## src/warn_pkg.sv

```systemverilog
// package: warning classes, code-line patterns, timing and register map of the warning encoder
package warn_pkg;

	// warning cause inputs, one bit each
	localparam int NUM_WARN = 19;
	localparam int W_POS_ERR = 0;      // position error overflow
	localparam int W_POS_ERR_SON = 1;  // position error overflow at servo on
	localparam int W_OVERLOAD = 2;
	localparam int W_VIBRATION = 3;
	localparam int W_REGEN = 4;
	localparam int W_DYN_BRAKE = 5;
	localparam int W_BATTERY = 6;
	localparam int W_DATA_SET0 = 7;    // five data-setting warnings: 7..11
	localparam int W_DATA_SET_N = 5;
	localparam int W_CMD0 = 12;        // five command warnings: 12..16
	localparam int W_CMD_N = 5;
	localparam int W_CMD_GAP = 2;      // third command code 95C is skipped, third and later warnings shift up
	localparam int W_COMM = 17;
	localparam int W_UNDERVOLT = 18;

	// code-line patterns {line2, line1, line0}, 1 = contact closed
	localparam logic [2:0] CODE_NONE = 3'h0;
	localparam logic [2:0] CODE_POS = 3'h0;
	localparam logic [2:0] CODE_OVL = 3'h1;
	localparam logic [2:0] CODE_REG = 3'h2;
	localparam logic [2:0] CODE_BAT = 3'h3;
	localparam logic [2:0] CODE_DATA = 3'h4;
	localparam logic [2:0] CODE_CMD = 3'h5;
	localparam logic [2:0] CODE_COMM = 3'h6;
	localparam logic [2:0] CODE_UV = 3'h7;
	localparam logic [2:0] CODE_MOD = 3'h1;

	// status query reply codes, display code digits as hex (warning 971 -> 12'h971)
	localparam logic [11:0] QC_NONE = 12'h000;
	localparam logic [11:0] QC_POS = 12'h900;
	localparam logic [11:0] QC_POS_SON = 12'h901;
	localparam logic [11:0] QC_OVL = 12'h910;
	localparam logic [11:0] QC_VIB = 12'h911;
	localparam logic [11:0] QC_REG = 12'h920;
	localparam logic [11:0] QC_DB = 12'h921;
	localparam logic [11:0] QC_BAT = 12'h930;
	localparam logic [11:0] QC_DATA0 = 12'h94A;
	localparam logic [11:0] QC_CMD0 = 12'h95A;
	localparam logic [11:0] QC_COMM = 12'h960;
	localparam logic [11:0] QC_UV = 12'h971;
	localparam logic [11:0] QC_MOD = 12'hA9F;
	localparam logic [11:0] QC_VIB_ALARM = 12'h520;

	// module error hold time
	localparam int HOLD_MS = 2000;
	localparam int CLK_KHZ = 50000;
	localparam int HOLD_CYC = HOLD_MS * CLK_KHZ;

	// indicator flash period (half period in cycles)
	localparam int FLASH_HALF_MS = 250;
	localparam int FLASH_HALF_CYC = FLASH_HALF_MS * CLK_KHZ;

	// register map (word addresses on the plain port)
	localparam logic [3:0] A_CONFIG = 4'h0;  // bit0 code sel, bit1 detect off, bit2 vib alarm
	localparam logic [3:0] A_STATUS = 4'h1;  // sticky events, read clears
	localparam logic [3:0] A_MASK = 4'h2;
	localparam logic [3:0] A_QUERY = 4'h3;   // alarm/warning reply
	localparam logic [3:0] A_LAST_ERR = 4'h4;
	localparam logic [3:0] A_LINES = 4'h5;
	localparam int CFG_CODE_SEL = 0;
	localparam int CFG_DET_OFF = 1;
	localparam int CFG_VIB_ALM = 2;
	localparam logic [2:0] CONFIG_RST = 3'h0;
	localparam logic [3:0] MASK_RST = 4'h0;
	// status event bits
	localparam int EV_WARN_ON = 0;
	localparam int EV_WARN_OFF = 1;
	localparam int EV_MOD_ERR = 2;
	localparam int EV_VIB_ALARM = 3;

endpackage : warn_pkg

```

## src/warn_sync.sv

```systemverilog
// per-bit three-stage input synchroniser with agreement filter
`timescale 1ns/1ns
module warn_sync
	import warn_pkg::*;
#(
	parameter int WIDTH = 1
)
(
	// clock and reset
	input wire logic core_clk,
	input wire logic rst_n,
	input wire logic clk_en,
	// raw and cleaned levels
	input wire logic [WIDTH-1:0] raw,
	output logic [WIDTH-1:0] clean
);

	typedef struct packed
	{
		logic [WIDTH-1:0] s1;
		logic [WIDTH-1:0] s2;
		logic [WIDTH-1:0] s3;
		logic [WIDTH-1:0] out;
	} sync_s;

	sync_s st_q;
	sync_s st_d;

	// first stage is read only by the second
	always_comb
	begin
		st_d = st_q;
		st_d.s1 = raw;
		st_d.s2 = st_q.s1;
		st_d.s3 = st_q.s2;
		for (int i = 0; i < WIDTH; i++)
		begin
			if (st_q.s2[i] == st_q.s3[i])
			begin
				st_d.out[i] = st_q.s3[i];
			end
		end
	end

	// frozen while the clock enable is low
	always_ff @(posedge core_clk or negedge rst_n)
	begin
		if (!rst_n)
		begin
			st_q <= '0;
		end
		else if (clk_en)
		begin
			st_q <= st_d;
		end
	end

	assign clean = st_q.out;

endmodule : warn_sync

```

## src/warn_encoder.sv

```systemverilog
// warning status encoder: code lines, warning output, indicator, query replies
//
// Summary of operation
// warnings never stop motor or remove power
// warning: query reply, warn out, flash led
// warnings leave last-error reply untouched
// code lines carry warnings only when selected
// detect-disable keeps only undervoltage warning; the module error warning still shows while its hold runs
// position error overflows: all lines open
// overload, vibration: line0 closed only
// regen, brake overload: line1 closed only
// battery low: line0, line1 closed
// data setting warnings: line2 closed only
// command warnings: line0, line2 closed
// option comm fault: line1, line2 closed
// undervoltage: all three lines closed
// module error: line0 closed only
// vibration reported as warning or alarm
// module error held two seconds, servo on
// code lines and warn change together
//
// Our own choices: the plain strobed port and the placing of the registers.
`timescale 1ns/1ns
module warn_encoder
	import warn_pkg::*;
#(
	parameter int HOLD_CYCLES = HOLD_CYC,
	parameter int FLASH_CYCLES = FLASH_HALF_CYC
)
(
	// clock, reset, enable
	input wire logic core_clk,
	input wire logic rst_n,
	input wire logic clk_en,
	// warning causes from detection logic (asynchronous levels)
	input wire logic [NUM_WARN-1:0] warn_cause,
	// module error pulse from the option logic (same clock)
	input wire logic module_err,
	input wire logic [11:0] module_err_code,
	// alarm side, passed through untouched
	input wire logic alarm_in,
	input wire logic [2:0] alarm_code,
	input wire logic servo_on_req,
	// register port
	input wire logic [3:0] reg_addr,
	input wire logic [31:0] reg_wdata,
	input wire logic reg_wr,
	input wire logic reg_rd,
	output logic [31:0] reg_rdata,
	// pins
	output logic code_line_0,
	output logic code_line_1,
	output logic code_line_2,
	output logic warn_out,
	output logic alarm_flag_out,
	output logic led_red,
	output logic servo_power_en,
	output logic vib_alarm,
	output logic irq
);

	////////////////////////////////////////////////////////////////////////
	// state

	typedef enum logic [1:0]
	{
		HOLD_IDLE = 2'b01,
		HOLD_ACT = 2'b10
	} hold_e;

	typedef struct packed
	{
		logic [2:0] config_r;    // software settings
		logic [3:0] status;      // sticky events
		logic [3:0] mask;        // interrupt mask
		logic [11:0] last_err;   // most recent error code
		logic [11:0] query;      // alarm/warning reply
		logic [2:0] lines;       // code lines, registered
		logic warn;              // warning output, registered
		logic alarm;             // alarm output
		logic led;               // flashing red indicator
		logic vib_alm;           // vibration raised as alarm
		logic [31:0] rdata;      // read data
		hold_e hold;             // module error hold state
		logic [31:0] hold_cnt;   // module error countdown
		logic [31:0] flash_cnt;  // indicator toggle countdown
		logic warn_prev;         // for edge events
	} enc_s;

	enc_s st_q;
	enc_s st_d;

	logic [NUM_WARN-1:0] cause_s;  // synchronised causes
	logic [NUM_WARN-1:0] cause_v;  // after detection gating
	logic [2:0] w_code;            // priority-encoded lines
	logic [11:0] w_qc;             // priority-encoded reply
	logic any_warn;

	////////////////////////////////////////////////////////////////////////
	// input synchronisers

	warn_sync #(
		.WIDTH(NUM_WARN)
	) u_sync (
		.core_clk(core_clk),
		.rst_n(rst_n),
		.clk_en(clk_en),
		.raw(warn_cause),
		.clean(cause_s)
	);

	////////////////////////////////////////////////////////////////////////
	// detection gating and classification

	// disable keeps undervoltage alive; vibration drops out when sent as alarm
	always_comb
	begin
		cause_v = cause_s;
		if (st_q.config_r[CFG_DET_OFF])
		begin
			cause_v = '0;
			cause_v[W_UNDERVOLT] = cause_s[W_UNDERVOLT];
		end
		if (st_q.config_r[CFG_VIB_ALM])
			cause_v[W_VIBRATION] = 1'b0;
	end

	// priority: undervoltage first as it leads to a supply alarm, then by class
	always_comb
	begin
		w_code = CODE_NONE;
		w_qc = QC_NONE;
		for (int i = W_CMD0 + W_CMD_N - 1; i >= W_CMD0; i--)
		begin
			if (cause_v[i])
			begin
				w_code = CODE_CMD;
				w_qc = QC_CMD0 + 12'(i - W_CMD0) + ((i >= W_CMD0 + W_CMD_GAP) ? 12'h1 : 12'h0);
			end
		end
		for (int i = W_DATA_SET0 + W_DATA_SET_N - 1; i >= W_DATA_SET0; i--)
		begin
			if (cause_v[i])
			begin
				w_code = CODE_DATA;
				w_qc = QC_DATA0 + 12'(i - W_DATA_SET0);
			end
		end
		if (cause_v[W_COMM])
		begin
			w_code = CODE_COMM;
			w_qc = QC_COMM;
		end
		if (cause_v[W_BATTERY])
		begin
			w_code = CODE_BAT;
			w_qc = QC_BAT;
		end
		if (cause_v[W_DYN_BRAKE] || cause_v[W_REGEN])
		begin
			w_code = CODE_REG;
			w_qc = cause_v[W_REGEN] ? QC_REG : QC_DB;
		end
		if (cause_v[W_VIBRATION] || cause_v[W_OVERLOAD])
		begin
			w_code = CODE_OVL;
			w_qc = cause_v[W_OVERLOAD] ? QC_OVL : QC_VIB;
		end
		if (cause_v[W_POS_ERR_SON] || cause_v[W_POS_ERR])
		begin
			w_code = CODE_POS;
			w_qc = cause_v[W_POS_ERR] ? QC_POS : QC_POS_SON;
		end
		if (cause_v[W_UNDERVOLT])
		begin
			w_code = CODE_UV;
			w_qc = QC_UV;
		end
		if ((w_qc == QC_NONE) && (st_q.hold == HOLD_ACT))
		begin
			w_code = CODE_MOD;
			w_qc = QC_MOD;
		end
	end

	assign any_warn = (w_qc != QC_NONE);

	////////////////////////////////////////////////////////////////////////
	// next state

	always_comb
	begin
		st_d = st_q;
		st_d.rdata = '0;
		// module error hold, restarts on each new error
		case (st_q.hold)
			HOLD_IDLE:
			begin
				if (module_err)
				begin
					st_d.hold = HOLD_ACT;
					st_d.hold_cnt = 32'(HOLD_CYCLES - 1);
				end
			end
			HOLD_ACT:
			begin
				if (module_err)
					st_d.hold_cnt = 32'(HOLD_CYCLES - 1);
				else if (st_q.hold_cnt == '0)
					st_d.hold = HOLD_IDLE;
				else
					st_d.hold_cnt = st_q.hold_cnt - 32'h1;
			end
			default:
				st_d.hold = HOLD_IDLE;
		endcase
		// errors only land in the last-error reply, never warnings
		if (module_err)
			st_d.last_err = module_err_code;
		// lines and warning output update in the same edge
		st_d.warn = any_warn;
		st_d.query = alarm_in ? st_q.query : w_qc;
		if (alarm_in)
			st_d.lines = alarm_code;                     // alarm owns the lines
		else if (st_q.config_r[CFG_CODE_SEL])
			st_d.lines = w_code;
		else
			st_d.lines = CODE_NONE;
		st_d.alarm = alarm_in;
		st_d.vib_alm = st_q.config_r[CFG_VIB_ALM] & cause_s[W_VIBRATION];
		// indicator flashes while any warning stands
		if (!any_warn)
		begin
			st_d.led = 1'b0;
			st_d.flash_cnt = 32'(FLASH_CYCLES - 1);
		end
		else if (st_q.flash_cnt == '0)
		begin
			st_d.led = ~st_q.led;
			st_d.flash_cnt = 32'(FLASH_CYCLES - 1);
		end
		else
		begin
			st_d.flash_cnt = st_q.flash_cnt - 32'h1;
		end
		st_d.warn_prev = any_warn;
		// register writes
		if (reg_wr)
		begin
			if (reg_addr == A_CONFIG)
				st_d.config_r = reg_wdata[2:0];
			else if (reg_addr == A_MASK)
				st_d.mask = reg_wdata[3:0];
		end
		// register reads; a status read clears it
		if (reg_rd)
		begin
			if (reg_addr == A_CONFIG)
				st_d.rdata = {29'h0, st_q.config_r};
			else if (reg_addr == A_STATUS)
			begin
				st_d.rdata = {28'h0, st_q.status};
				st_d.status = '0;
			end
			else if (reg_addr == A_MASK)
				st_d.rdata = {28'h0, st_q.mask};
			else if (reg_addr == A_QUERY)
				st_d.rdata = {20'h0, st_q.query};
			else if (reg_addr == A_LAST_ERR)
				st_d.rdata = {20'h0, st_q.last_err};
			else if (reg_addr == A_LINES)
				st_d.rdata = {27'h0, st_q.warn, st_q.alarm, st_q.lines};
			else
				st_d.rdata = '0;                         // unmapped reads as zero
		end
		// event sets win over the read clear
		if (any_warn && !st_q.warn_prev)
			st_d.status[EV_WARN_ON] = 1'b1;
		if (!any_warn && st_q.warn_prev)
			st_d.status[EV_WARN_OFF] = 1'b1;
		if (module_err)
			st_d.status[EV_MOD_ERR] = 1'b1;
		if (st_d.vib_alm && !st_q.vib_alm)
			st_d.status[EV_VIB_ALARM] = 1'b1;
	end

	// one register stage for all state
	always_ff @(posedge core_clk or negedge rst_n)
	begin
		if (!rst_n)
		begin
			st_q <= '{config_r: CONFIG_RST, mask: MASK_RST, hold: HOLD_IDLE, default: '0};
		end
		else if (clk_en)
		begin
			st_q <= st_d;
		end
	end

	////////////////////////////////////////////////////////////////////////
	// outputs

	assign code_line_0 = st_q.lines[0];
	assign code_line_1 = st_q.lines[1];
	assign code_line_2 = st_q.lines[2];
	assign warn_out = st_q.warn;
	assign alarm_flag_out = st_q.alarm;
	assign led_red = st_q.led;
	assign vib_alarm = st_q.vib_alm;
	assign reg_rdata = st_q.rdata;
	assign irq = |(st_q.status & st_q.mask);
	// warnings have no path into power; only the alarm side drops it
	assign servo_power_en = servo_on_req & ~st_q.alarm;

	////////////////////////////////////////////////////////////////////////
	// checks

	a_warn_lines_sync: assert property (@(posedge core_clk) disable iff (!rst_n)
		clk_en && !alarm_in && st_q.config_r[CFG_CODE_SEL]
		|=> ({code_line_2, code_line_1, code_line_0} == $past(w_code)) && (warn_out == $past(any_warn)))
		else $error("code lines and warning output out of step");

	a_uv_all_on: assert property (@(posedge core_clk) disable iff (!rst_n)
		clk_en && !alarm_in && cause_s[W_UNDERVOLT] && st_q.config_r[CFG_CODE_SEL]
		|=> code_line_0 && code_line_1 && code_line_2)
		else $error("undervoltage code not all closed");

	a_detect_off: assert property (@(posedge core_clk) disable iff (!rst_n)
		st_q.config_r[CFG_DET_OFF] && !cause_s[W_UNDERVOLT] && st_q.hold == HOLD_IDLE
		|-> !any_warn)
		else $error("warning seen with detection disabled");

	a_pos_all_off: assert property (@(posedge core_clk) disable iff (!rst_n)
		clk_en && !alarm_in && (cause_v[W_POS_ERR] || cause_v[W_POS_ERR_SON]) && !cause_v[W_UNDERVOLT]
		|=> {code_line_2, code_line_1, code_line_0} == CODE_POS)
		else $error("position error code lines not open");

	a_code_gate: assert property (@(posedge core_clk) disable iff (!rst_n)
		clk_en && !alarm_in && !st_q.config_r[CFG_CODE_SEL]
		|=> {code_line_2, code_line_1, code_line_0} == CODE_NONE)
		else $error("warning code driven while not selected");

	a_servo_kept: assert property (@(posedge core_clk) disable iff (!rst_n)
		servo_on_req && !st_q.alarm |-> servo_power_en)
		else $error("warning removed servo power");

	a_last_err_kept: assert property (@(posedge core_clk) disable iff (!rst_n)
		clk_en && !module_err |=> $stable(st_q.last_err))
		else $error("last error changed without an error");

	a_hold_start: assert property (@(posedge core_clk) disable iff (!rst_n)
		clk_en && module_err |=> st_q.hold == HOLD_ACT && st_q.hold_cnt == 32'(HOLD_CYCLES - 1))
		else $error("module error hold not started");

	a_query_warn: assert property (@(posedge core_clk) disable iff (!rst_n)
		clk_en && !alarm_in && any_warn |=> warn_out && st_q.query == $past(w_qc))
		else $error("warning reply not posted");

	a_vib_route: assert property (@(posedge core_clk) disable iff (!rst_n)
		st_q.config_r[CFG_VIB_ALM] |-> !cause_v[W_VIBRATION])
		else $error("vibration reported as warning in alarm mode");

endmodule : warn_encoder

```

## config.mk

```make
export PLATFORM = sky130hd
export DESIGN_NAME = warn_encoder
export DESIGN_NICKNAME = d
export VERILOG_FILES = /design/src/warn_pkg.sv /design/src/warn_sync.sv /design/src/warn_encoder.sv
export SDC_FILE = /design/constraint.sdc
export NUM_CORES = 1
export LEC_CHECK = 0
export BUFFER_PORTS_ARGS = -buffer_cell sky130_fd_sc_hd__buf_4
export CAP_MARGIN = 20
export CORE_MARGIN = 5
export CORE_UTILIZATION = 50
export CTS_BUF_LIST = sky130_fd_sc_hd__clkbuf_4
export DETAILED_ROUTE_END_ITERATION = 6
export MAX_ROUTING_LAYER = met4
export PLACE_DENSITY = 0.7
export SLEW_MARGIN = 10
export SYNTH_ARGS = -nofsm -noshare
export SYNTH_HDL_FRONTEND = slang
export SYNTH_SLANG_ARGS = --single-unit
```

## constraint.sdc

```tcl
create_clock -name core_clk -period 4.53 [get_ports core_clk]
set_input_delay 0.906 -clock core_clk [delete_from_list [all_inputs] [get_ports core_clk]]
set_output_delay 0.906 -clock core_clk [all_outputs]
set_load 0.01 [all_outputs]
```

# After elaboration in Yosys (flattened, before gate mapping)
# Index checks and enable logic that the tools add are counted.
# word_totals
register_bits,216
input_bits,78
# op_classes
addsub,2
mux,66
n_reduce_logical,55
n_eq_ne,35
n_bitwise,7
# ops
cell,n
two-way mux 12 bit,23
two-way mux 32 bit,4
zero test 32 bit,2
case mux 32 bit (2 select lines),1
subtractor 32 x 1 -> 32 bit (second input constant),2
two-way mux 3 bit,19
AND reduction 2 bit,22
two-way mux 34 bit,1
AND reduction 4 bit,7
equality test 1 bit,19
two-way mux 18 bit,1
nonzero test 2 bit,9
zero test 12 bit,1
two-way mux 4 bit,3
nonzero test 12 bit,1
two-way mux 1 bit,10
!= test 2 x 1 -> 1 bit (second input constant),5
equality test 4 x 2 -> 1 bit (second input constant),2
equality test 4 x 3 -> 1 bit (second input constant),2
!= test 2 bit (second input constant),3
two-way mux 5 bit,1
AND 4 bit,1
equality test 4 x 1 -> 1 bit (second input constant),1
logical AND 1 bit,4
other kinds (12),21

# Logic depth before layout (Yosys ltp)
# Gate-level depths: netlist of run 1.
# logic_depth
word_depth,25
mapped_depth,9
depth_no_buf,7

# Cells and area by module
# From an unflattened synthesis of run 1, not the netlist that was laid out.
# unflattened
hier_cells,919
area_unflattened_um2,9944.5
# by_module_without_submodules
module,cells_each,instances,area_each_um2
warn_encoder,695,1,6657.6
warn_sync,224,1,3286.9

# Worst setup path before layout of run 1
# Ideal clock, no wire load.
# synth_path
path_type,input to register
from,in clk_en
to,reg st_q[43] (netlist bit)
arrival_time_ns,2.460
required_time_ns,4.452
path_stages,6
setup_time_ns,0.078
setup_slack_ns,1.992
cell_sequence,nor2b_1 and3_1 clkbuf_1 nand2_1 or4b_2 a21oi_1
# synth_via
elab_chain_len,1
# synth_lines
item,line,source
start: declaration,warn_encoder.sv:34,"input wire logic clk_en,"
AND reduction 4 bit (no source line),n/a,
end signal: assignment,warn_encoder.sv:296,st_q <= st_d;
end: declaration,warn_encoder.sv:90,enc_s st_q;
# No other way between the ends.
# A chain may end at the register's enable or synchronous reset.

# Final worst setup path of run 1
# layout_path
from,reg st_q[65] (netlist bit)
to,reg st_q[61] (netlist bit)
# layout_via
elab_chain_len,3
# layout_lines
item,line,source
equality test 2 bit / equality test 2 x 1 -> 1 bit (equally long branches),warn_encoder.sv:196,case (st_q.hold)
!= test 3 bit (no source line) (tied with other cells),n/a,
AND reduction 4 bit (no source line),n/a,
# Parallel ways exist; a longest one is shown, timed or not.

==> impl_table.tex, run 1 <==
\begin{tabular}{lr}
\hline
Metric & Value \\
\hline
\multicolumn{2}{l}{\textbf{Power and ir drop}} \\
\quad Leak & roughly 4.3 nW \\
\quad P\_sw & 0.001403 W \\
\quad Int Pwr & between 0.002 and 0.003 W \\
\quad Comb power frac & about a fifth \\
\quad PwrDens & 404.4 nW/um\^{}2 \\
\quad VDD IR max & 214.3 uV \\
\quad Clock network fraction of total power & 25.1\% \\
\quad Sequential cell fraction of total power & 55.1\% \\
\quad Switching Fraction & 33.80\% \\
\multicolumn{2}{l}{\textbf{Clock network}} \\
\quad \# clock sinks & 194 \\
\quad Clock tree from TritonCTS & built \\
\quad Number of H-tree branching levels & 4 \\
\quad CTS buffer count & 17 \\
\quad Buffer type at the clock tree root & sky130\_fd\_sc\_hd\_\_clkbuf\_4 \\
\quad Post-CTS Resized & 0 \\
\quad Buffer count from post-CTS setup fixing & 0 \\
\quad Clock-pin slew on the worst setup and hold paths & approximately 0.18 ns \\
\quad Worst-case clock buffer depth & 2 \\
\quad Source-to-sink clock delay at the later pin of the worst-skew pair & $\sim$0.6 ns \\
\quad Cts-stage hold buffer count & 0 \\
\multicolumn{2}{l}{\textbf{Floorplanning}} \\
\quad Initial Utilization & 50.47\% \\
\quad Num ports & 119 \\
\quad DIE AREA & 21590 sq um \\
\quad Die Span X & 147.0 um \\
\quad Die height & between 100 and 150 um \\
\quad Row Count & 50 \\
\quad Placeable Area & roughly 19000 sq um \\
\multicolumn{2}{l}{\textbf{Worst setup path}} \\
\quad Delay contributed by the slowest stage of the critical path & 0.64 ns \\
\quad Required time of the worst setup path & 5.06 ns \\
\quad Biggest fanout along the worst timing path & 13 \\
\quad Crit Path Class & flip-flop to flip-flop \\
\quad Slowest stage cell on the critical path & sky130\_fd\_sc\_hd\_\_or4\_2 \\
\quad Worst setup startpoint & st\_q[65] \\
\quad Endpoint type of the worst setup path & flip-flop \\
\quad Endpoint arrival time on the critical path & 3.37 ns \\
\quad Cell-by-cell trace of the critical path & inv\_1 -> ha\_1 -> nor2b\_1 -> and3\_1 -> o211ai\_1 -> or4\_2 -> a21oi\_1 \\
\quad Nature of the critical path startpoint & flip-flop \\
\quad Register-to-register path setup slack & 1.70 ns \\
\quad Worst reg2reg path depth & 7 \\
\quad R2R Path Start & st\_q[65] \\
\quad Critical path endpoint & st\_q[61] \\
\quad Endpoint of the worst register-to-register path & st\_q[61] \\
\multicolumn{2}{l}{\textbf{Placement}} \\
\quad RePlAce Congestion & 0.8017 \\
\quad Instance count after placement with tap cells included & 1171 \\
\quad Count of input and output buffers & 70 \\
\quad Final HPWL from detailed placement & 13040 um \\
\quad Setup slack at placement & 1.349 ns \\
\multicolumn{2}{l}{\textbf{STA}} \\
\quad FMAX & approximately 350 MHz \\
\quad Final worst slack & 1.696 ns \\
\quad Final hold violation count & 0 \\
\quad Actual transition at the worst max-transition pin & around 1.0 ns \\
\quad RSZ-0062 raised after global routing & no \\
\quad Final Max Tran Viols & 0 \\
\quad Rel. slew slack & 30.45\% \\
\quad Total negative setup slack & 0 ns \\
\quad Final clock skew & 0.03639 ns \\
\quad Fin crit period & 2.834 ns \\
\quad Post-route clock period utilization & between 60\% and 70\% \\
\quad Final count of negative-setup-slack endpoints & 0 \\
\multicolumn{2}{l}{\textbf{Finish}} \\
\quad Final std cells w/o fill & 1205 \\
\quad Core occupancy in the finished layout & 55.23\% \\
\quad Share of final-layout standard cells stronger than drive strength 1 & 19.79\% \\
\quad Area grow syn2layout & 9.433\% \\
\quad Net total in the final layout & around 1000 \\
\multicolumn{2}{l}{\textbf{Global routing}} \\
\quad Number of global-route vias before repair & 6600 \\
\quad Wire length of the first global-routing pass & 32040 um \\
\quad Antenna violations before repair & 1 \\
\quad Pin count of the biggest net entering global routing & 117 \\
\quad Grt ovf & 0 \\
\quad GR Util All Layers & 18.35\% \\
\multicolumn{2}{l}{\textbf{Logic synthesis}} \\
\quad Sequential-to-total area share from yosys stat & 51.78\% \\
\quad Share of async-settable or async-resettable flops after synthesis & 100.0\% \\
\quad Top FF cell, synth & sky130\_fd\_sc\_hd\_\_dfrtp\_1 \\
\quad Cell variety after synth & 70 \\
\quad Post-Synthesis Cells & 913 \\
\quad Count of flip-flops with a built-in enable after synthesis & 0 \\
\quad Total number of yosys warnings & 0 \\
\quad Mean post-synth cell area & between 10 and 15 sq um \\
\quad Flop and latch count out of synthesis & just under 200 \\
\quad Post-Syn Area & 9378 sq um \\
\multicolumn{2}{l}{\textbf{Drt}} \\
\quad Via density & 5.707 \\
\quad Detailed Route Iter0 Violations & 517 \\
\quad Number of detailed-routing iterations run before antenna repair & 4 \\
\quad Met2 wire len & between 8000 and 9000 um \\
\quad DRC Markers & 0 \\
\quad Highest metal layer with signal wires & met4 \\
\quad Detailed-route wire length per cell & 15.69 um \\
\quad Wire length on met1 & 8953 um \\
\quad Routed length on met3 & 804 um \\
\quad Vias after detailed routing & roughly 6900 \\
\quad Total Routed Length & 18910 um \\
\quad Antenna viol nets, final & 0 \\
\multicolumn{2}{l}{\textbf{Worst hold path}} \\
\quad Class of the tightest hold or removal check & primary input to asynchronous set/reset pin \\
\multicolumn{2}{l}{\textbf{Outcome}} \\
\quad Run status & finished, final reports clean \\
\multicolumn{2}{l}{\textbf{Flow run}} \\
\quad Maximum capacitance violations & 0 \\
\hline
\end{tabular}
## sequential cells by signal, indices dropped and copies added (netlist names), 12 cells and up
signal and cells:
st_q 100, reg_rdata 12, u_sync.clean 19, u_sync.st_d 38, u_sync.st_q 19
## cell usage in the layout (no fill, tap or decap), types with 4 or more instances in the layout
master	count
sky130_fd_sc_hd__nor4_1	8
sky130_fd_sc_hd__a21o_1	4
sky130_fd_sc_hd__xor2_1	14
sky130_fd_sc_hd__a22oi_1	10
sky130_fd_sc_hd__ha_1	5
sky130_fd_sc_hd__nand4_1	10
sky130_fd_sc_hd__or3_1	19
sky130_fd_sc_hd__conb_1	20
sky130_fd_sc_hd__nand3_1	24
sky130_fd_sc_hd__and3_1	8
sky130_fd_sc_hd__mux2_2	63
sky130_fd_sc_hd__or4_1	17
sky130_fd_sc_hd__clkbuf_4	17
sky130_fd_sc_hd__xnor2_1	18
sky130_fd_sc_hd__inv_1	35
sky130_fd_sc_hd__or2_2	6
sky130_fd_sc_hd__o41ai_1	4
sky130_fd_sc_hd__o2111ai_1	4
sky130_fd_sc_hd__nand2b_1	4
sky130_fd_sc_hd__a21oi_1	54
sky130_fd_sc_hd__o2bb2ai_1	9
sky130_fd_sc_hd__nor3_1	29
sky130_fd_sc_hd__o21ai_0	86
sky130_fd_sc_hd__buf_4	74
sky130_fd_sc_hd__inv_8	6
sky130_fd_sc_hd__o31ai_1	15
sky130_fd_sc_hd__nor2_1	56
sky130_fd_sc_hd__nor2b_1	10
sky130_fd_sc_hd__nand2_1	74
sky130_fd_sc_hd__nor4b_1	4
sky130_fd_sc_hd__dfrtp_1	193
## per-layer routing
metal / global-route usage (%) / vias to the layer above
met2: 28.37 / 138
met5: - / -
met4: 5.545 / 0
met1: 24.70 / 3382
met3: 3.732 / 23
li1: - / 3334
## stage by stage
step	power (W)	instance area, sq um	hold slack (ns)
after detailed placement	0.003143	9915	0.4750
after floorplan	0.002844	9449	0.4444
after CTS	0.004190	10250	0.4118
after global routing	0.004423	10260	0.4482
after global placement	0.003098	9915	0.4665
final	0.004150	10260	0.4107
## final cells by class
| type | instances | area [sq um] |
|---|---|---|
| Antenna cell | 1 | 2.502 |
| Clock buffer | 17 | 127.6 |
| Clock inverter | 15 | 210.2 |
| Fill cell | 1643 | 8318 |
| Inverter | 35 | 131.4 |
| Multi-Input combinational cell | 633 | 4053 |
| Sequential cell | 194 | 4856 |
| Tap cell | 234 | 292.8 |
| Timing Repair Buffer | 76 | 589.3 |
## cell families (layout without fill, tap and decap cells)
| family | count (synthesis) | count (layout) | share of synthesized area, % |
|---|---|---|---|
| AO/OA/AOI/OAI | 220 | 220 | 14.53 |
| buffers and inverters | 105 | 143 | 5.764 |
| XOR/XNOR | 32 | 32 | 2.989 |
| flip-flops | 194 | 194 | 51.78 |
| multiplexers | 66 | 66 | 7.885 |
| adder cells (fa/ha/maj) | 5 | 5 | 0.6671 |
| AND/OR/NAND/NOR | 290 | 290 | 16.34 |
| other | 1 | 21 | 0.03999 |
## cells in the mapped netlist, types with 4 or more instances
library cell	n	area (sq um)
sky130_fd_sc_hd__xnor2_1	18	157.7
sky130_fd_sc_hd__a21o_1	4	30.03
sky130_fd_sc_hd__a21oi_1	54	270.3
sky130_fd_sc_hd__nor4_1	8	50.05
sky130_fd_sc_hd__or4_1	17	127.6
sky130_fd_sc_hd__or3_1	19	118.9
sky130_fd_sc_hd__nand2_1	74	277.8
sky130_fd_sc_hd__and3_1	8	50.05
sky130_fd_sc_hd__o21ai_0	86	430.4
sky130_fd_sc_hd__inv_1	35	131.4
sky130_fd_sc_hd__o2bb2ai_1	9	78.83
sky130_fd_sc_hd__nand3_1	24	120.1
sky130_fd_sc_hd__mux2_2	63	709.4
sky130_fd_sc_hd__xor2_1	14	122.6
sky130_fd_sc_hd__nor4b_1	4	35.03
sky130_fd_sc_hd__dfrtp_1	193	4830
sky130_fd_sc_hd__o2111ai_1	4	35.03
sky130_fd_sc_hd__nor2_1	56	210.2
sky130_fd_sc_hd__o41ai_1	4	35.03
sky130_fd_sc_hd__or2_2	6	37.54
sky130_fd_sc_hd__nor3_1	29	145.1
sky130_fd_sc_hd__nand4_1	10	62.56
sky130_fd_sc_hd__ha_1	5	62.56
sky130_fd_sc_hd__clkbuf_1	30	112.6
sky130_fd_sc_hd__buf_4	32	240.2
sky130_fd_sc_hd__nor2b_1	10	62.56
sky130_fd_sc_hd__o31ai_1	15	112.6
sky130_fd_sc_hd__nand2b_1	4	25.02
sky130_fd_sc_hd__a22oi_1	10	75.07
## worst min path at each step
stage | endpoint | slack, ns | cells past startpoint
after floorplan | st_q[109] | 0.44 | 2
after global placement | st_q[110] | 0.47 | 2
after detailed placement | reg_rdata[4] | 0.48 | 2
after CTS | st_q[54] | 0.41 | 1
after global routing | st_q[108] | 0.45 | 1
final | st_q[121] | 0.41 | 1
## critical path, delay by kind of cell (launching register included)
kind / cells / cell delay [ns]
buf+inv: 1 / 0.05
fa+ha+maj: 1 / 0.27
flops: 1 / 0.57
compound gates: 2 / 0.54
simple gates: 3 / 1.35
## power by group through the flow
stage / Sequential [W] / Combinational (W) / Clock, W
final: 0.00228 / 0.000825 / 0.00104
after global routing: 0.00233 / 0.000945 / 0.00115
after CTS: 0.00228 / 0.000829 / 0.00108
after detailed placement: 0.00232 / 0.000827 / 0
after global placement: 0.00230 / 0.000797 / 0
after floorplan: 0.00222 / 0.000622 / 0
Power figures use the tool's default switching activity.
==> run 2, diff against run 1 <==
Clock period 4.53 ns to 2.9 ns, I/O delays scaled along.
==> run 2 against run 1 <==
  * Critical path depth shrank 2
  * First-iteration DRC count decreased by 23%
  * Power increased by 52%
  * Non-clock buffer count grew 18
  * Clock-buffer cell count increased by 1
  * Sequential power up 57%
  * Maximum frequency rose by 6.1%
==> impl_table.tex, run 2 (synthesis gave the netlist of run 1 again) <==
\begin{tabular}{lr}
\hline
Metric & Value \\
\hline
\multicolumn{2}{l}{\textbf{Finish}} \\
\quad Share of final-layout standard cells stronger than drive strength 1 & 21.07\% \\
\quad Most common cell after layout, fill and taps aside & sky130\_fd\_sc\_hd\_\_dfrtp\_1 \\
\quad Layout fillers & about 1700 \\
\quad Largest register FFs & 100 \\
\quad Area taken by flip-flops and latches & 4856 sq um \\
\quad Final std cells w/o fill & 1222 \\
\quad Register with the highest flop count & st\_q \\
\quad Area grow syn2layout & 10.22\% \\
\quad Net total in the final layout & 1058 \\
\quad Leading cell types in the layout, fill and taps excluded & sky130\_fd\_sc\_hd\_\_dfrtp\_1 (193), sky130\_fd\_sc\_hd\_\_buf\_4 (90), sky130\_fd\_sc\_hd\_\_o21ai\_0 (86), sky130\_fd\_sc\_hd\_\_nand2\_1 (74), sky130\_fd\_sc\_hd\_\_mux2\_2 (63) \\
\quad Total area of multi-input combinational cells & 4053 sq um \\
\multicolumn{2}{l}{\textbf{Placement}} \\
\quad RePlAce Congestion & 0.8141 \\
\quad Setup slack at placement & 0.2447 ns \\
\quad Instance count after placement with tap cells included & 1189 \\
\quad Final HPWL from detailed placement & roughly 13000 um \\
\quad Count of input and output buffers & 70 \\
\multicolumn{2}{l}{\textbf{Floorplanning}} \\
\quad Num ports & 119 \\
\quad Die height & 147.0 um \\
\quad Die Span X & 147.0 um \\
\quad Initial Utilization & 50.47\% \\
\quad Row Count & 50 \\
\quad Placeable Area & approximately 19000 sq um \\
\quad DIE AREA & 21590 sq um \\
\multicolumn{2}{l}{\textbf{Clock network}} \\
\quad CTS buffer count & 17 \\
\quad Number of H-tree branching levels & 4 \\
\quad Clock tree from TritonCTS & built \\
\quad Clock-pin slew on the worst setup and hold paths & roughly 0.17 ns \\
\quad Source-to-sink clock delay at the later pin of the worst-skew pair & 0.59 ns \\
\quad Post-CTS Resized & 0 \\
\quad Buffer count from post-CTS setup fixing & 0 \\
\quad Worst-case clock buffer depth & 2 \\
\quad \# clock sinks & around 190 \\
\quad Buffer type at the clock tree root & sky130\_fd\_sc\_hd\_\_clkbuf\_4 \\
\multicolumn{2}{l}{\textbf{STA}} \\
\quad Rel. slew slack & 51.55\% \\
\quad Actual transition at the worst max-transition pin & 0.7268 ns \\
\quad Post-route clock period utilization & around 92\% \\
\quad Final hold violation count & 0 \\
\quad FMAX & between 300 and 400 MHz \\
\quad Final clock skew & 0.03379 ns \\
\quad Final Max Tran Viols & 0 \\
\quad Final hold slack & between 0.2 and 0.25 ns \\
\quad Fin crit period & 2.671 ns \\
\quad Total negative setup slack & 0 ns \\
\quad Final worst slack & 0.2290 ns \\
\quad Final count of negative-setup-slack endpoints & 0 \\
\quad RSZ-0062 raised after global routing & no \\
\multicolumn{2}{l}{\textbf{Global routing}} \\
\quad Number of global-route vias before repair & $\sim$6600 \\
\quad Global Route met2 Usage & 27.40\% \\
\quad GR Util All Layers & 18.52\% \\
\quad Grt ovf & 0 \\
\quad Wire length of the first global-routing pass & around 32000 um \\
\quad Met3 capacity usage during global routing & 3.886\% \\
\quad Global routing met1 resource utilization & 26.33\% \\
\quad Most crowded layer after global routing & met2 \\
\quad Pin count of the biggest net entering global routing & 76 \\
\quad Antenna violations before repair & 1 \\
\multicolumn{2}{l}{\textbf{Drt}} \\
\quad Detailed-route wire length per cell & 15.58 um \\
\quad Via density & 5.637 \\
\quad Detailed Route Iter0 Violations & 397 \\
\quad Total Routed Length & roughly 19000 um \\
\quad Antenna viol nets, final & 0 \\
\quad Vias after detailed routing & 6889 \\
\quad DRC Markers & 0 \\
\quad Number of detailed-routing iterations run before antenna repair & 5 \\
\multicolumn{2}{l}{\textbf{Power and ir drop}} \\
\quad Power after layout & 0.006295 W \\
\quad Sequential cell fraction of total power & 56.7\% \\
\quad Switching Fraction & roughly 33\% \\
\quad PwrDens & 609.0 nW/um\^{}2 \\
\quad Clock network fraction of total power & between 20\% and 30\% \\
\quad Comb power frac & about a fifth \\
\quad Int Pwr & 0.004193 W \\
\quad VDD IR max & 293.4 uV \\
\quad P\_sw & $\sim$0.0021 W \\
\quad Leak & 4.342 nW \\
\multicolumn{2}{l}{\textbf{Worst setup path}} \\
\quad Endpoint arrival time on the critical path & about 3.2 ns \\
\quad Nature of the critical path startpoint & flip-flop \\
\quad Endpoint type of the worst setup path & flip-flop \\
\quad R2R Path Start & st\_q[59] \\
\quad Library cell appearing most often on the critical path & sky130\_fd\_sc\_hd\_\_or4\_4 \\
\quad Slowest stage cell on the critical path & sky130\_fd\_sc\_hd\_\_or4\_4 \\
\quad Endpoint of the worst register-to-register path & st\_q[36] \\
\quad Register-to-register path setup slack & 0.23 ns \\
\quad Biggest fanout along the worst timing path & 12 \\
\quad Required time of the worst setup path & 3.39 ns \\
\quad Worst reg2reg path depth & 5 \\
\quad Cell-by-cell trace of the critical path & or4\_4 -> or4\_4 -> o31ai\_4 -> nor3\_1 -> or3b\_1 \\
\quad Crit Path Class & flip-flop to flip-flop \\
\quad Delay contributed by the slowest stage of the critical path & roughly 0.59 ns \\
\multicolumn{2}{l}{\textbf{Worst hold path}} \\
\quad Critical hold path startpoint & warn\_cause[9] \\
\quad Number of cells on the worst hold path & 2 \\
\quad Hold Path Sink & u\_sync.st\_d[47] \\
\quad Class of the tightest hold or removal check & primary input to flip-flop \\
\multicolumn{2}{l}{\textbf{Outcome}} \\
\quad Run status & finished, final reports clean \\
\multicolumn{2}{l}{\textbf{Flow run}} \\
\quad Maximum capacitance violations & 0 \\
\hline
\end{tabular}
## run 2: worst max-delay path by stage
stage / start / end / slack, ns / depth (start not counted)
floorplan: st_q[59] / st_q[66] / 0.40 / 6
global placement: st_q[59] / st_q[36] / 0.29 / 5
detailed placement: st_q[59] / st_q[36] / 0.24 / 5
CTS: st_q[59] / st_q[36] / 0.23 / 5
global route: st_q[59] / st_q[52] / 0.12 / 5
finish: st_q[59] / st_q[36] / 0.23 / 5
## run 2: cell type report
cell class / instances / area share, %
clock inverters: 13 / 1.223
multi-input cells: 633 / 39.21
well taps: 234 / 2.833
diodes: 1 / 0.02421
flip-flops and latches: 194 / 46.98
repair buffers: 94 / 7.154
inverters: 35 / 1.271
clock buffers: 18 / 1.307
## run 2: timing repair
action	CTS	global route
endpoints found under the hold margin	61	0
endpoints found under the setup margin	0	0
hold buffers	1	0
## run 2: metrics by stage
step | cell area [sq um] | util (%)
final | 10340 | 55.63
after global routing | 10340 | 55.63
after CTS | 10330 | 55.62
after detailed placement | 10060 | 54.15
after global placement | 10060 | 54.15
after floorplan | 9449 | -
## run 2: power by group through the flow
| stage | Combinational [W] | Clock (W) | Sequential (W) |
|---|---|---|---|
| 2_1_floorplan | 0.000972 | 0 | 0.00347 |
| 3_3_place_gp | 0.00129 | 0 | 0.00359 |
| 3_5_place_dp | 0.00133 | 0 | 0.00361 |
| 4_1_cts | 0.00134 | 0.00145 | 0.00356 |
| 5_1_grt | 0.00152 | 0.00156 | 0.00364 |
| 6_report | 0.00132 | 0.00141 | 0.00357 |
## run 2: per-layer routing
metal  vias up  routed length, um
li1       3379                  -
met4         0                144
met1      3367               9456
met3        10                811
met5         -                  0
met2       133               8631
## run 2: critical path: cells and delay by family, from the launching register on
| family | cells | cell delay, ns |
|---|---|---|
| AND/OR/NAND/NOR | 4 | 1.58 |
| AO/OA/AOI/OAI | 1 | 0.54 |
| flip-flops | 1 | 0.45 |
